[config.mk]
export PLATFORM = sky130hd
export DESIGN_NAME = pmbcs_top
export DESIGN_NICKNAME = d
export VERILOG_FILES = /design/src/include/pmbcs_pkg.sv /design/src/verilog/pmbcs_top.sv /design/src/verilog/pmbcs_clock_select.sv
export SDC_FILE = /design/constraint.sdc
export NUM_CORES = 1
export LEC_CHECK = 0
export BUFFER_PORTS_ARGS = -buffer_cell sky130_fd_sc_hd__buf_2
export CAP_MARGIN = 20
export CORE_MARGIN = 1
export CORE_UTILIZATION = 45
export CTS_CLUSTER_DIAMETER = 120
export DETAILED_ROUTE_END_ITERATION = 12
export PLACE_DENSITY = 0.76
export SYNTH_ARGS = -nofsm -noshare
export SYNTH_HDL_FRONTEND = slang
export SYNTH_SLANG_ARGS = --single-unit
[constraint.sdc]
create_clock -name sys_clk -period 2.14 [get_ports sys_clk]
set_clock_uncertainty 0.15 [all_clocks]
set_input_delay 0.321 -clock sys_clk [delete_from_list [all_inputs] [get_ports sys_clk]]
set_output_delay 0.321 -clock sys_clk [all_outputs]
set_load 0.1 [all_outputs]
[src/include/pmbcs_pkg.sv]
// constants shared by the loop mode and base clock select block
package pmbcs_pkg;

  // register indices as printed; byte address is four times the index
  localparam logic [7:0]  PMBCS_IDX_CTRL      = 8'h1c;
  localparam logic [7:0]  PMBCS_IDX_BW        = 8'h1d;
  localparam logic [7:0]  PMBCS_IDX_PROG      = 8'h1e;
  localparam logic [11:0] PMBCS_ADDR_CTRL     = 12'h070;
  localparam logic [11:0] PMBCS_ADDR_BW       = 12'h074;
  localparam logic [11:0] PMBCS_ADDR_PROG     = 12'h078;
  localparam int          PMBCS_ADDR_W        = 12;

  // loop_control_register fields
  localparam int          PMBCS_CTRL_IE_BIT   = 7;
  localparam int          PMBCS_CTRL_FLAG_BIT = 6;
  localparam int          PMBCS_CTRL_ON_BIT   = 5;
  localparam int          PMBCS_CTRL_BSS_BIT  = 4;
  localparam logic [3:0]  PMBCS_CTRL_LOW_RD   = 4'hf;

  // bandwidth control register fields
  localparam int          PMBCS_BW_AUTO_BIT   = 7;
  localparam int          PMBCS_BW_LOCK_BIT   = 6;
  localparam int          PMBCS_BW_TRACK_BIT  = 5;
  localparam int          PMBCS_BW_XLOSS_BIT  = 4;

  // loop_program_register fields
  localparam int          PMBCS_PROG_FB_MSB   = 7;
  localparam int          PMBCS_PROG_FB_LSB   = 4;
  localparam int          PMBCS_PROG_RNG_MSB  = 3;
  localparam int          PMBCS_PROG_RNG_LSB  = 0;

  // reset values
  localparam logic        PMBCS_RST_IE        = 1'b0;
  localparam logic        PMBCS_RST_ON        = 1'b1;
  localparam logic        PMBCS_RST_BSS       = 1'b0;
  localparam logic        PMBCS_RST_AUTO      = 1'b0;
  localparam logic        PMBCS_RST_TRACK     = 1'b0;
  localparam logic [7:0]  PMBCS_RST_PROG      = 8'h11;

  // multiplier exceptions
  localparam logic [3:0]  PMBCS_MUL_ZERO      = 4'h0;
  localparam logic [3:0]  PMBCS_MUL_ONE       = 4'h1;

  // source switch: edges of each input clock waited during a switch
  localparam logic [1:0]  PMBCS_SWITCH_EDGES  = 2'h3;

  // AXI responses
  localparam logic [1:0]  PMBCS_RESP_OKAY     = 2'h0;
  localparam logic [1:0]  PMBCS_RESP_SLVERR   = 2'h2;

  typedef enum logic [1:0] {
    PMBCS_CS_RUN = 2'b00,
    PMBCS_CS_OLD = 2'b01,
    PMBCS_CS_NEW = 2'b10
  } pmbcs_cs_state_t;

endpackage : pmbcs_pkg

[src/verilog/pmbcs_top.sv]
// loop mode control, settle detection and base clock select with AXI4-Lite registers
//
// Contract
// - acquisition mode shows tracking indicator cleared
// - acquisition filter unless tracking or track bit
// - automatic mode: detector switches filter mode itself
// - automatic: track bit read-only, follows tolerance
// - automatic: settled indicator read-only, follows tolerance
// - automatic: settle toggle raises enabled interrupt
// - manual: written track bit chooses filter mode
// - manual: settled indicator and interrupts disabled
// - feedback multiplier zero acts as one
// - range zero: loop off, crystal forced
// - switch waits three edges, output held static
// - selected clock divided by two
// - oscillator select refused while loop off
// - loop off refused while oscillator selected
// - loop on and select need separate writes
// - settle toggle sets flag, control read clears
// - manual track value kept through automatic mode
// - reset and stop clear base source select
// - reset sets loop power on
`timescale 1ns/1ps
module pmbcs_top
  import pmbcs_pkg::*;
(
  input  wire logic                    sys_clk,
  input  wire logic                    rst,
  // AXI4-Lite slave
  input  wire logic [PMBCS_ADDR_W-1:0] s_axi_awaddr,
  input  wire logic                    s_axi_awvalid,
  output logic                         s_axi_awready,
  input  wire logic [31:0]             s_axi_wdata,
  input  wire logic [3:0]              s_axi_wstrb,
  input  wire logic                    s_axi_wvalid,
  output logic                         s_axi_wready,
  output logic [1:0]                   s_axi_bresp,
  output logic                         s_axi_bvalid,
  input  wire logic                    s_axi_bready,
  input  wire logic [PMBCS_ADDR_W-1:0] s_axi_araddr,
  input  wire logic                    s_axi_arvalid,
  output logic                         s_axi_arready,
  output logic [31:0]                  s_axi_rdata,
  output logic [1:0]                   s_axi_rresp,
  output logic                         s_axi_rvalid,
  input  wire logic                    s_axi_rready,
  // analogue lock detector comparator levels
  input  wire logic                    inLockTol,
  input  wire logic                    outUnlockTol,
  input  wire logic                    inTrackTol,
  input  wire logic                    outUntrackTol,
  // stop instruction executed, same clock domain
  input  wire logic                    stopExec,
  // clocks to select between, sampled
  input  wire logic                    crystal_clock,
  input  wire logic                    oscillator_clock,
  // outputs to the analogue loop and system
  output logic                         loopEnable,
  output logic                         filterTrackMode,
  output logic [3:0]                   feedbackMult,
  output logic [3:0]                   rangeMult,
  output logic                         settleIrq,
  output logic                         base_clock_out
);

  // synchronised detector levels
  logic       lk1_q, lk2_q, ul1_q, ul2_q, tr1_q, tr2_q, ut1_q, ut2_q;

  // AXI state
  logic       awHeld_q, awHeld_d;
  logic       wHeld_q, wHeld_d;
  logic [PMBCS_ADDR_W-1:0] awAddr_q, awAddr_d;
  logic [7:0] wByte_q, wByte_d;
  logic       wLane_q, wLane_d;
  logic       bValid_q, bValid_d;
  logic [1:0] bResp_q, bResp_d;
  logic       arReady_q, arReady_d;
  logic       rValid_q, rValid_d;
  logic [31:0] rData_q, rData_d;
  logic [1:0] rResp_q, rResp_d;
  logic       doWrite, doRead;

  // register state
  logic       ie_q, ie_d;
  logic       flag_q, flag_d;
  logic       on_q, on_d;
  logic       bss_q, bss_d;
  logic       auto_q, auto_d;
  logic       lock_q, lock_d;
  logic       autoTrack_q, autoTrack_d;
  logic       manTrack_q, manTrack_d;
  logic [7:0] prog_q, prog_d;
  logic       loopEn_q, loopEn_d;
  logic       track_q, track_d;
  logic [3:0] fb_q, fb_d;
  logic [3:0] rng_q, rng_d;
  logic       irq_q, irq_d;
  logic       rangeOk;
  logic       srcIsOsc, baseClk;

  // true when an address hits a mapped register
  function automatic logic isMapped(input logic [PMBCS_ADDR_W-1:0] a);
    isMapped = (a == PMBCS_ADDR_CTRL) || (a == PMBCS_ADDR_BW) || (a == PMBCS_ADDR_PROG);
  endfunction : isMapped

  always_ff @(posedge sys_clk) begin
    if (rst) begin
      lk1_q <= 1'b0;
      lk2_q <= 1'b0;
      ul1_q <= 1'b0;
      ul2_q <= 1'b0;
      tr1_q <= 1'b0;
      tr2_q <= 1'b0;
      ut1_q <= 1'b0;
      ut2_q <= 1'b0;
    end else begin
      lk1_q <= inLockTol;
      lk2_q <= lk1_q;
      ul1_q <= outUnlockTol;
      ul2_q <= ul1_q;
      tr1_q <= inTrackTol;
      tr2_q <= tr1_q;
      ut1_q <= outUntrackTol;
      ut2_q <= ut1_q;
    end
  end

  // ---------------- AXI4-Lite slave ----------------
  assign doWrite = awHeld_q & wHeld_q & ~bValid_q;
  assign doRead  = s_axi_arvalid & arReady_q;

  always_comb begin
    awHeld_d  = awHeld_q;
    wHeld_d   = wHeld_q;
    awAddr_d  = awAddr_q;
    wByte_d   = wByte_q;
    wLane_d   = wLane_q;
    bValid_d  = bValid_q;
    bResp_d   = bResp_q;
    arReady_d = arReady_q;
    rValid_d  = rValid_q;
    rData_d   = rData_q;
    rResp_d   = rResp_q;
    if (s_axi_awvalid & ~awHeld_q) begin
      awHeld_d = 1'b1;
      awAddr_d = s_axi_awaddr;
    end
    if (s_axi_wvalid & ~wHeld_q) begin
      wHeld_d = 1'b1;
      wByte_d = s_axi_wdata[7:0];
      wLane_d = s_axi_wstrb[0];
    end
    if (doWrite) begin
      bValid_d = 1'b1;
      bResp_d  = isMapped(awAddr_q) ? PMBCS_RESP_OKAY : PMBCS_RESP_SLVERR;
    end else if (bValid_q & s_axi_bready) begin
      // address and data slots reopen once the response is taken
      awHeld_d = 1'b0;
      wHeld_d  = 1'b0;
      bValid_d = 1'b0;
    end
    if (doRead) begin
      arReady_d = 1'b0;
      rValid_d  = 1'b1;
      rResp_d   = isMapped(s_axi_araddr) ? PMBCS_RESP_OKAY : PMBCS_RESP_SLVERR;
      rData_d   = 32'h0;
      case (s_axi_araddr)
        PMBCS_ADDR_CTRL: begin
          rData_d[PMBCS_CTRL_IE_BIT]   = ie_q;
          rData_d[PMBCS_CTRL_FLAG_BIT] = flag_q;
          rData_d[PMBCS_CTRL_ON_BIT]   = on_q;
          rData_d[PMBCS_CTRL_BSS_BIT]  = bss_q;
          rData_d[3:0]                 = PMBCS_CTRL_LOW_RD;
        end
        PMBCS_ADDR_BW: begin
          rData_d[PMBCS_BW_AUTO_BIT]  = auto_q;
          rData_d[PMBCS_BW_LOCK_BIT]  = auto_q & lock_q;
          rData_d[PMBCS_BW_TRACK_BIT] = auto_q ? autoTrack_q : manTrack_q;
        end
        PMBCS_ADDR_PROG: begin
          rData_d[7:0] = prog_q;
        end
        default: begin
          rData_d = 32'h0;
        end
      endcase
    end else if (rValid_q & s_axi_rready) begin
      rValid_d  = 1'b0;
      arReady_d = 1'b1;
    end
  end

  always_ff @(posedge sys_clk) begin
    if (rst) begin
      awHeld_q  <= 1'b0;
      wHeld_q   <= 1'b0;
      awAddr_q  <= '0;
      wByte_q   <= 8'h0;
      wLane_q   <= 1'b0;
      bValid_q  <= 1'b0;
      bResp_q   <= PMBCS_RESP_OKAY;
      arReady_q <= 1'b1;
      rValid_q  <= 1'b0;
      rData_q   <= 32'h0;
      rResp_q   <= PMBCS_RESP_OKAY;
    end else begin
      awHeld_q  <= awHeld_d;
      wHeld_q   <= wHeld_d;
      awAddr_q  <= awAddr_d;
      wByte_q   <= wByte_d;
      wLane_q   <= wLane_d;
      bValid_q  <= bValid_d;
      bResp_q   <= bResp_d;
      arReady_q <= arReady_d;
      rValid_q  <= rValid_d;
      rData_q   <= rData_d;
      rResp_q   <= rResp_d;
    end
  end

  assign s_axi_awready = ~awHeld_q;
  assign s_axi_wready  = ~wHeld_q;
  assign s_axi_bvalid  = bValid_q;
  assign s_axi_bresp   = bResp_q;
  assign s_axi_arready = arReady_q;
  assign s_axi_rvalid  = rValid_q;
  assign s_axi_rdata   = rData_q;
  assign s_axi_rresp   = rResp_q;

  // ---------------- control and status ----------------
  assign rangeOk = (prog_q[PMBCS_PROG_RNG_MSB:PMBCS_PROG_RNG_LSB] != PMBCS_MUL_ZERO);

  always_comb begin
    logic wrCtrl, wrBw, wrProg, rdCtrl;
    wrCtrl      = doWrite & wLane_q & (awAddr_q == PMBCS_ADDR_CTRL);
    wrBw        = doWrite & wLane_q & (awAddr_q == PMBCS_ADDR_BW);
    wrProg      = doWrite & wLane_q & (awAddr_q == PMBCS_ADDR_PROG);
    rdCtrl      = doRead & (s_axi_araddr == PMBCS_ADDR_CTRL);
    ie_d        = ie_q;
    on_d        = on_q;
    bss_d       = bss_q;
    auto_d      = auto_q;
    manTrack_d  = manTrack_q;
    prog_d      = prog_q;
    lock_d      = lock_q;
    autoTrack_d = autoTrack_q;
    if (wrCtrl) begin
      if (auto_q) begin
        ie_d = wByte_q[PMBCS_CTRL_IE_BIT];
      end
      // decisions use the values before this write
      on_d  = wByte_q[PMBCS_CTRL_ON_BIT] | bss_q | srcIsOsc;
      bss_d = wByte_q[PMBCS_CTRL_BSS_BIT] & on_q & rangeOk;
    end
    if (wrBw) begin
      auto_d = wByte_q[PMBCS_BW_AUTO_BIT];
      if (!auto_q) begin
        manTrack_d = wByte_q[PMBCS_BW_TRACK_BIT];
      end
    end
    if (wrProg) begin
      prog_d = wByte_q;
    end
    if (!rangeOk || stopExec) begin
      bss_d = 1'b0;
    end
    if (!auto_q) begin
      ie_d        = 1'b0;
      lock_d      = 1'b0;
      autoTrack_d = 1'b0;
    end else begin
      // hysteresis between entry and exit tolerances
      if (lk2_q) begin
        lock_d = 1'b1;
      end else if (ul2_q) begin
        lock_d = 1'b0;
      end
      if (tr2_q) begin
        autoTrack_d = 1'b1;
      end else if (ut2_q) begin
        autoTrack_d = 1'b0;
      end
    end
    // toggle sets, control read clears, set wins
    if (!auto_q) begin
      flag_d = 1'b0;
    end else if (lock_d != lock_q) begin
      flag_d = 1'b1;
    end else if (rdCtrl) begin
      flag_d = 1'b0;
    end else begin
      flag_d = flag_q;
    end
    loopEn_d = on_d & (prog_d[PMBCS_PROG_RNG_MSB:PMBCS_PROG_RNG_LSB] != PMBCS_MUL_ZERO);
    track_d  = auto_d ? autoTrack_d : manTrack_d;
    fb_d     = (prog_d[PMBCS_PROG_FB_MSB:PMBCS_PROG_FB_LSB] == PMBCS_MUL_ZERO)
             ? PMBCS_MUL_ONE : prog_d[PMBCS_PROG_FB_MSB:PMBCS_PROG_FB_LSB];
    rng_d    = prog_d[PMBCS_PROG_RNG_MSB:PMBCS_PROG_RNG_LSB];
    irq_d    = auto_d & ie_d & flag_d;
  end

  always_ff @(posedge sys_clk) begin
    if (rst) begin
      ie_q        <= PMBCS_RST_IE;
      flag_q      <= 1'b0;
      on_q        <= PMBCS_RST_ON;
      bss_q       <= PMBCS_RST_BSS;
      auto_q      <= PMBCS_RST_AUTO;
      lock_q      <= 1'b0;
      autoTrack_q <= PMBCS_RST_TRACK;
      manTrack_q  <= PMBCS_RST_TRACK;
      prog_q      <= PMBCS_RST_PROG;
      loopEn_q    <= PMBCS_RST_ON;
      track_q     <= PMBCS_RST_TRACK;
      fb_q        <= PMBCS_RST_PROG[PMBCS_PROG_FB_MSB:PMBCS_PROG_FB_LSB];
      rng_q       <= PMBCS_RST_PROG[PMBCS_PROG_RNG_MSB:PMBCS_PROG_RNG_LSB];
      irq_q       <= 1'b0;
    end else begin
      ie_q        <= ie_d;
      flag_q      <= flag_d;
      on_q        <= on_d;
      bss_q       <= bss_d;
      auto_q      <= auto_d;
      lock_q      <= lock_d;
      autoTrack_q <= autoTrack_d;
      manTrack_q  <= manTrack_d;
      prog_q      <= prog_d;
      loopEn_q    <= loopEn_d;
      track_q     <= track_d;
      fb_q        <= fb_d;
      rng_q       <= rng_d;
      irq_q       <= irq_d;
    end
  end

  assign loopEnable      = loopEn_q;
  assign filterTrackMode = track_q;
  assign feedbackMult    = fb_q;
  assign rangeMult       = rng_q;
  assign settleIrq       = irq_q;
  assign base_clock_out  = baseClk;

  // ---------------- base clock selector ----------------
  pmbcs_clock_select u_clock_select (
    .sys_clk          (sys_clk),
    .rst              (rst),
    .crystal_clock    (crystal_clock),
    .oscillator_clock (oscillator_clock),
    .selOsc           (bss_q & rangeOk),
    .base_clock_out   (baseClk),
    .srcIsOsc         (srcIsOsc),
    .switching        ()
  );

endmodule : pmbcs_top

[src/verilog/pmbcs_clock_select.sv]
// glitch-free base clock selector with divide by two
`timescale 1ns/1ps
module pmbcs_clock_select
  import pmbcs_pkg::*;
(
  input  wire logic sys_clk,
  input  wire logic rst,
  input  wire logic crystal_clock,
  input  wire logic oscillator_clock,
  input  wire logic selOsc,
  output logic      base_clock_out,
  output logic      srcIsOsc,
  output logic      switching
);

  logic            xS1_q, xS2_q, xS3_q;
  logic            vS1_q, vS2_q, vS3_q;
  logic            xRise, vRise, curRise, oldRise, newRise;
  pmbcs_cs_state_t state_q, state_d;
  logic [1:0]      edgeCnt_q, edgeCnt_d;
  logic            cur_q, cur_d;
  logic            div_q, div_d;

  // two-flop synchronisers, third stage only for edge detection
  always_ff @(posedge sys_clk) begin
    if (rst) begin
      xS1_q <= 1'b0;
      xS2_q <= 1'b0;
      xS3_q <= 1'b0;
      vS1_q <= 1'b0;
      vS2_q <= 1'b0;
      vS3_q <= 1'b0;
    end else begin
      xS1_q <= crystal_clock;
      xS2_q <= xS1_q;
      xS3_q <= xS2_q;
      vS1_q <= oscillator_clock;
      vS2_q <= vS1_q;
      vS3_q <= vS2_q;
    end
  end

  assign xRise   = xS2_q & ~xS3_q;
  assign vRise   = vS2_q & ~vS3_q;
  assign curRise = cur_q ? vRise : xRise;
  assign oldRise = curRise;
  assign newRise = cur_q ? xRise : vRise;

  always_comb begin
    state_d   = state_q;
    edgeCnt_d = edgeCnt_q;
    cur_d     = cur_q;
    div_d     = div_q;
    case (state_q)
      PMBCS_CS_RUN: begin
        if (selOsc != cur_q) begin
          state_d   = PMBCS_CS_OLD;
          edgeCnt_d = 2'h0;
        end else if (curRise) begin
          div_d = ~div_q;
        end
      end
      PMBCS_CS_OLD: begin
        // old clock gated off, output held static
        if (selOsc == cur_q) begin
          state_d = PMBCS_CS_RUN;
        end else if (oldRise) begin
          if (edgeCnt_q == PMBCS_SWITCH_EDGES - 2'h1) begin
            state_d   = PMBCS_CS_NEW;
            edgeCnt_d = 2'h0;
          end else begin
            edgeCnt_d = edgeCnt_q + 2'h1;
          end
        end
      end
      PMBCS_CS_NEW: begin
        if (selOsc == cur_q) begin
          state_d = PMBCS_CS_RUN;
        end else if (newRise) begin
          if (edgeCnt_q == PMBCS_SWITCH_EDGES - 2'h1) begin
            state_d = PMBCS_CS_RUN;
            cur_d   = ~cur_q;
          end else begin
            edgeCnt_d = edgeCnt_q + 2'h1;
          end
        end
      end
      default: begin
        state_d = PMBCS_CS_RUN;
      end
    endcase
  end

  always_ff @(posedge sys_clk) begin
    if (rst) begin
      state_q   <= PMBCS_CS_RUN;
      edgeCnt_q <= 2'h0;
      cur_q     <= 1'b0;
      div_q     <= 1'b0;
    end else begin
      state_q   <= state_d;
      edgeCnt_q <= edgeCnt_d;
      cur_q     <= cur_d;
      div_q     <= div_d;
    end
  end

  assign base_clock_out = div_q;
  assign srcIsOsc       = cur_q;
  assign switching      = (state_q != PMBCS_CS_RUN);

endmodule : pmbcs_clock_select

# [Word-level counts from Yosys, hierarchy flattened]
# Index checks and enable logic that the tools add are counted.
# W data, S select, Z words.
[classes] n_eq_ne=22 reduce_logical=19 muxes=52 n_bitwise=32 n_addsub=1
[op_table] operator="$eq A12 B7 Y1 const B" count=6
[op_table] operator="$mux W2" count=16
[op_table] operator="$mux W1" count=31
[op_table] operator="$and A1 B1 Y1" count=21
[op_table] operator="$ne A3 B1 Y1 const B" count=4
[op_table] operator="$pmux W2 S3" count=2
[op_table] operator="$pmux W5 S2" count=1
[op_table] operator="$not A1 Y1" count=9
[op_table] operator="$pmux W3 S3" count=1
[op_table] operator="$mux W8" count=1
[op_table] operator="$reduce_bool A4 Y1" count=2
[op_table] operator="$reduce_and A7 Y1" count=1
[op_table] operator="$ne A2 B1 Y1 const B" count=3
[op_table] operator="$ne A2 B2 Y1 const B" count=3
[op_table] operator="$logic_or A1 B1 Y1" count=5
[op_table] operator="$reduce_and A5 Y1" count=1
[op_table] operator="$eq A2 B2 Y1 const B" count=2
[op_table] operator="$logic_not A4 Y1" count=1
[op_table] operator="$reduce_and A4 Y1" count=1
[op_table] operator="$reduce_bool A2 Y1" count=2
[op_table] operator="$reduce_or A2 Y1" count=2
[op_table] operator="$reduce_and A3 Y1" count=1
[op_table] operator="$reduce_bool A3 Y1" count=1
[op_table] operator="$add A2 B1 Y2 const B" count=1
[op_table] operator="6 further kinds" count=8
[totals] register_bits=85 elab_cells=169 out_inout_bits=53 in_bits=74

# [Logic depth before layout (Yosys ltp)]
[depth] word_depth=8 mapped_depth=7 ltp_nobuf=7

# [Hierarchy]
# From an unflattened synthesis, not the netlist that was laid out.
[hier_totals] hier_cells=399 hier_area_um2=3589.7
[modules_own_cells] module="pmbcs_top" area_per_inst_um2=2886.5 instances=1 seq_area_each_um2=1341.3 cells_per_inst=328
[modules_own_cells] module="pmbcs_clock_select" area_per_inst_um2=703.2 instances=1 seq_area_each_um2=240.2 cells_per_inst=71

# [Worst setup path before layout]
# Ideal clock, no wire load.
[synth_path] path_type="register to register" start="register bValid_q, in the netlist s_axi_bvalid" end="register fb_q[3], in the netlist feedbackMult[3]" setup_time_ns=0.128 path_slack_ns=-0.408 period_less_slack_ns=2.548 arrival_time_ns=2.271 stages_incl_launch_ff=7 required_ns=1.862 path_cell_list="dfxtp_1 > nand3b_1 > or3b_2 > nor3_1 > buf_2 > mux2i_1 > nor2_1"
[synth_between] elab_chain_cells=7
[synth_rtl] item="start: declaration" line_no="pmbcs_top.sv:75" source="logic bValid_q, bValid_d;"
[synth_rtl] item="start signal: assignment" line_no="pmbcs_top.sv:212" source="bValid_q <= bValid_d;"
[synth_rtl] item="$not A1 Y1 (*)" line_no="pmbcs_top.sv:129" source="assign doWrite = awHeld_q & wHeld_q & ~bValid_q;"
[synth_rtl] item="$and A1 B1 Y1 (*)" line_no="pmbcs_top.sv:129"
[synth_rtl] item="$and A1 B1 Y1 (*) (2 in a row)" line_no="pmbcs_top.sv:237" source="wrProg = doWrite & wLane_q & (awAddr_q == PMBCS_ADDR_PROG);"
[synth_rtl] item="$mux W8 (*)" line_no="pmbcs_top.sv:261" source="if (wrProg) begin"
[synth_rtl] item="$logic_not A4 Y1" line_no="pmbcs_top.sv:296" source="fb_d = (prog_d[PMBCS_PROG_FB_MSB:PMBCS_PROG_FB_LSB] == PMBCS_MUL_ZERO)"
[synth_rtl] item="$reduce_or A2 Y1 (no source line)"
[synth_rtl] item="end signal: assignment" line_no="pmbcs_top.sv:315" source="fb_q <= PMBCS_RST_PROG[PMBCS_PROG_FB_MSB:PMBCS_PROG_FB_LSB];"
[synth_rtl] item="end: declaration" line_no="pmbcs_top.sv:95" source="logic [3:0] fb_q, fb_d;"
# Mark *: on every way between the ends. The rest lies on a longest branch, timed or not.
# A chain may end at the register's enable or synchronous reset.

# [Final worst setup path]
[layout_path] start="register prog_q[0]" end="register u_clock_select.edgeCnt_q[1]"
[layout_between] elab_chain_cells=5 word_cells_on_any_way=8 cone_classes="5 x eq/ne; 1 x bitwise; 2 x reduce/logical"
[layout_rtl] item="start: declaration" line_no="pmbcs_top.sv:92" source="logic [7:0] prog_q, prog_d;"
[layout_rtl] item="start signal: assignment" line_no="pmbcs_top.sv:327" source="prog_q <= prog_d;"
[layout_rtl] item="$reduce_bool A4 Y1 (*)" line_no="pmbcs_top.sv:231" source="assign rangeOk = (prog_q[PMBCS_PROG_RNG_MSB:PMBCS_PROG_RNG_LSB] != PMBCS_MUL_ZERO);"
[layout_rtl] item="$and A1 B1 Y1 (*)" line_no="pmbcs_top.sv:349" source=".selOsc (bss_q & rangeOk),"
[layout_rtl] item="$eq A1 B1 Y1 / $ne A1 B1 Y1 (equally long branches)" line_no="pmbcs_clock_select.sv:65, pmbcs_clock_select.sv:77, pmbcs_clock_select.sv:56"
[layout_rtl] item="$ne A2 B2 Y1 (no source line) / $ne A2 B1 Y1 (equally long branches)"
[layout_rtl] item="$reduce_and A7 Y1 (no source line) (*)"
[layout_rtl] item="end signal: assignment" line_no="pmbcs_clock_select.sv:102" source="edgeCnt_q <= edgeCnt_d;"
[layout_rtl] item="end: declaration" line_no="pmbcs_clock_select.sv:20" source="logic [1:0] edgeCnt_q, edgeCnt_d;"
# Marks and branches as above.

==> flow_metrics.tcl <==
set metrics [dict create \
    outcome "completed" \
    cp.required_ns 2.26 \
    maxCapViolCount 0 \
    firstDrtPassIters 5 \
    synth_edf_count 0 \
    synth_ff_type "dfxtp_1" \
    period_share 0.9572 \
    cts_max_level 3 \
    maxSlewHeadroom 0.6175 \
    cts_buffer_depth 2 \
    drt-vias-per-instance 4.990 \
    synth-seq-area-share 0.4426 \
    peakVddDrop_v 0.0005103 \
    hold_depth 2 \
    gp_congestion 0.7907 \
    leakage_nw 1.785 \
    grt_pass1_wl_mm 12.23 \
    setup_viol 0 \
    layout.cells.non_filler 591 \
    path_max_fanout 6 \
    postCtsSetupRepairBufs 0 \
    yosys.area.top_type "dfxtp_1" \
    ctsHoldBuffers 0 \
    antenna_found_initial 0 \
    fmax_ghz 0.4882 \
    rsz0062_at_grt "true" \
    rows 32 \
    portBuffers 73 \
    critical_path_class "reg2reg" \
    synth-async-reset-ratio 0 \
    period_needed_ns 2.048 \
    routedWlPerCell_um 12.41 \
    wl_mm 7.335 \
    hp-class "in2reg" \
    die_y_um 91.11 \
    place_area_um2 3991 \
    path_clk_slew_ns 0.08 \
    clk-insertion-delay-late_ns 0.34 \
    synth_commonest_cells "dfxtp_1 (79), nand2_1 (54), a21oi_1 (39), buf_4 (30), nor2b_1 (23)" \
    design_area_um2 4278 \
    finalHoldViolCount 0 \
    drc_errors 0 \
    drive_above_1_share 0.2556 \
    tritoncts "built" \
    synth_seq_cells 79 \
    syn_area_um2 3573 \
    antennaDiodeCount 0 \
    yosys-top-cells-area "dfxtp_1 (44%), buf_4 (6.3%), nand2_1 (5.7%)" \
    die_width_um 91.11 \
    synth.yosys.warnings 0 \
    power_density_nw_per_um2 810.8 \
    globalRouteTotalUtil 0.1826 \
    syn_inst 406 \
    layout.nets 566 \
    core_area_um2 7687 \
    worstRegToRegCells 5 \
    yosysMostFrequentCell "dfxtp_1" \
    synth_cell_types 52 \
    holdWs_ns 0.01092 \
    maxSlewViolCount 0 \
    cp-start-kind "flip-flop" \
    syn_to_final_growth_pct 19.71 \
    overflow 0 \
    cts_buffers 9 \
    synth_top_area_share 0.4426 \
    drtIter0Drc 138 \
    numPlacedInstances 574 \
    cp.arrival_ns 2.17 \
    initial_core_util 0.4648 \
    grt_max_degree 46 \
    dieArea_um2 8301 \
    grt_pass1_vias 2818 \
    root_buffer "clkbuf_8" \
    vias 2949 \
    ios 127 \
    dp_hpwl_mm 5.414 \
    critPathCaptureType "flip-flop" \
    cts.sinks 79 \
    drtAntennaViolNets 0 \
    syn_avg_cell_area_um2 8.802 \
    worstMarginPinSlew_ns 0.5725 \
    p_total_mw 3.469 \
]
power breakdown:
part	internal [mW]	switching, mW	leakage (nW)
registers	1.52	0.0379	0.645
clock network	0.839	0.530	0.130
logic	0.124	0.419	1.01
total	2.48	0.987	1.78
layout by cell type (no fill, tap or decap), types with 2 or more instances in the layout:
cell type  count
nor3_2         2
or2_2          2
clkbuf_8      11
nor2_1        22
a22o_1         4
mux2i_1       15
o41a_1         2
nor4_1         2
nor2b_1       23
buf_4         16
a211o_1        3
o211ai_1       2
nor3_1         9
nand2b_1      15
dfxtp_1       77
o21bai_1       3
a21oi_1       39
nand3_1        8
nand4b_1       2
inv_1         13
a211oi_1       5
mux2_4         2
a31oi_1        2
o21ai_0       10
o21a_1         2
buf_2         74
o41ai_1        2
nand2_1       54
nand3b_1       6
ha_1           8
bufinv_16      3
conb_1        26
a211oi_2       2
state kept, by name (all words and copies together), names as in the netlist, 2 cells and up:
name,flops
prog_q,8
wByte_q,8
feedbackMult,4
awAddr_q,12
s_axi_rdata,8
u_clock_select.edgeCnt_q,2
u_clock_select.state_q,2
metrics by stage:
| stage | setup TNS [ns] | utilization | setup WS, ns |
|---|---|---|---|
| global route | -0.02960 | 0.5565 | -0.02960 |
| global placement | 0 | 0.5192 | 0.06918 |
| detailed placement | 0 | 0.5192 | 0.04591 |
| CTS | 0 | 0.5524 | 0.02434 |
| finish | 0 | 0.5565 | 0.09165 |
| floorplan | -0.2881 | - | -0.03967 |
critical path, cell delays in order (launching register included):
cell	delay [ns]
dfxtp_1	0.32
o41a_1	0.55
o41a_1	0.39
a211oi_2	0.24
buf_4	0.15
mux2i_1	0.18
cells by family (layout without fill, tap and decap cells):
kind of cell,count (synthesis),in the layout,share of synthesized area
DFF,79,79,0.4426
muxes,18,18,0.05357
AOI/OAI and AO/OA,81,81,0.1457
other,1,26,0.001049
buffers and inverters,61,119,0.09594
xor gates and xnor gates,2,2,0.004903
adders and majority gates,8,8,0.02801
and+or+nand+nor,156,156,0.2283
layout make-up:
type                    count  area, um^2
fillers                   694        3410
multi-input cells         291        1769
flip-flops and latches     79        1587
repair buffers             90       490.5
clock buffers              11       151.4
well taps                 102       127.6
clock inverters             5       103.9
inverters                  13       48.80
routing by layer:
layer / wire length [um] / share of wire / up-vias / track usage
li1: - / - / 1488 / -
met5: 0 / 0 / - / 0
met4: 109 / 0.015 / 0 / 0.07804
met2: 3444 / 0.47 / 98 / 0.3125
met3: 468 / 0.064 / 11 / 0.04774
met1: 3312 / 0.45 / 1352 / 0.2152
path summary, 6_finish.rpt:
| check | from | end | slack, ns |
|---|---|---|---|
| worst max-delay path | prog_q[0]$_SDFF_PP1_ | u_clock_select.edgeCnt_q[1]$_SDFFE_PP0P_ | 0.09 |
| worst min-delay path | stopExec | bss_q$_SDFFE_PP0N_ | 0.01 |
| worst min register to register | lk1_q$_SDFF_PP0_ | lk2_q$_SDFF_PP0_ | 0.29 |
| worst max register to register | prog_q[0]$_SDFF_PP1_ | u_clock_select.edgeCnt_q[1]$_SDFFE_PP0P_ | 0.09 |
what timing repair did:
action                                  in CTS  in global routing
gates resized for setup                      0                  6
endpoints found under the setup margin       0                  6
hold endpoints to repair                     0                  0
Power figures use the tool's default switching activity.
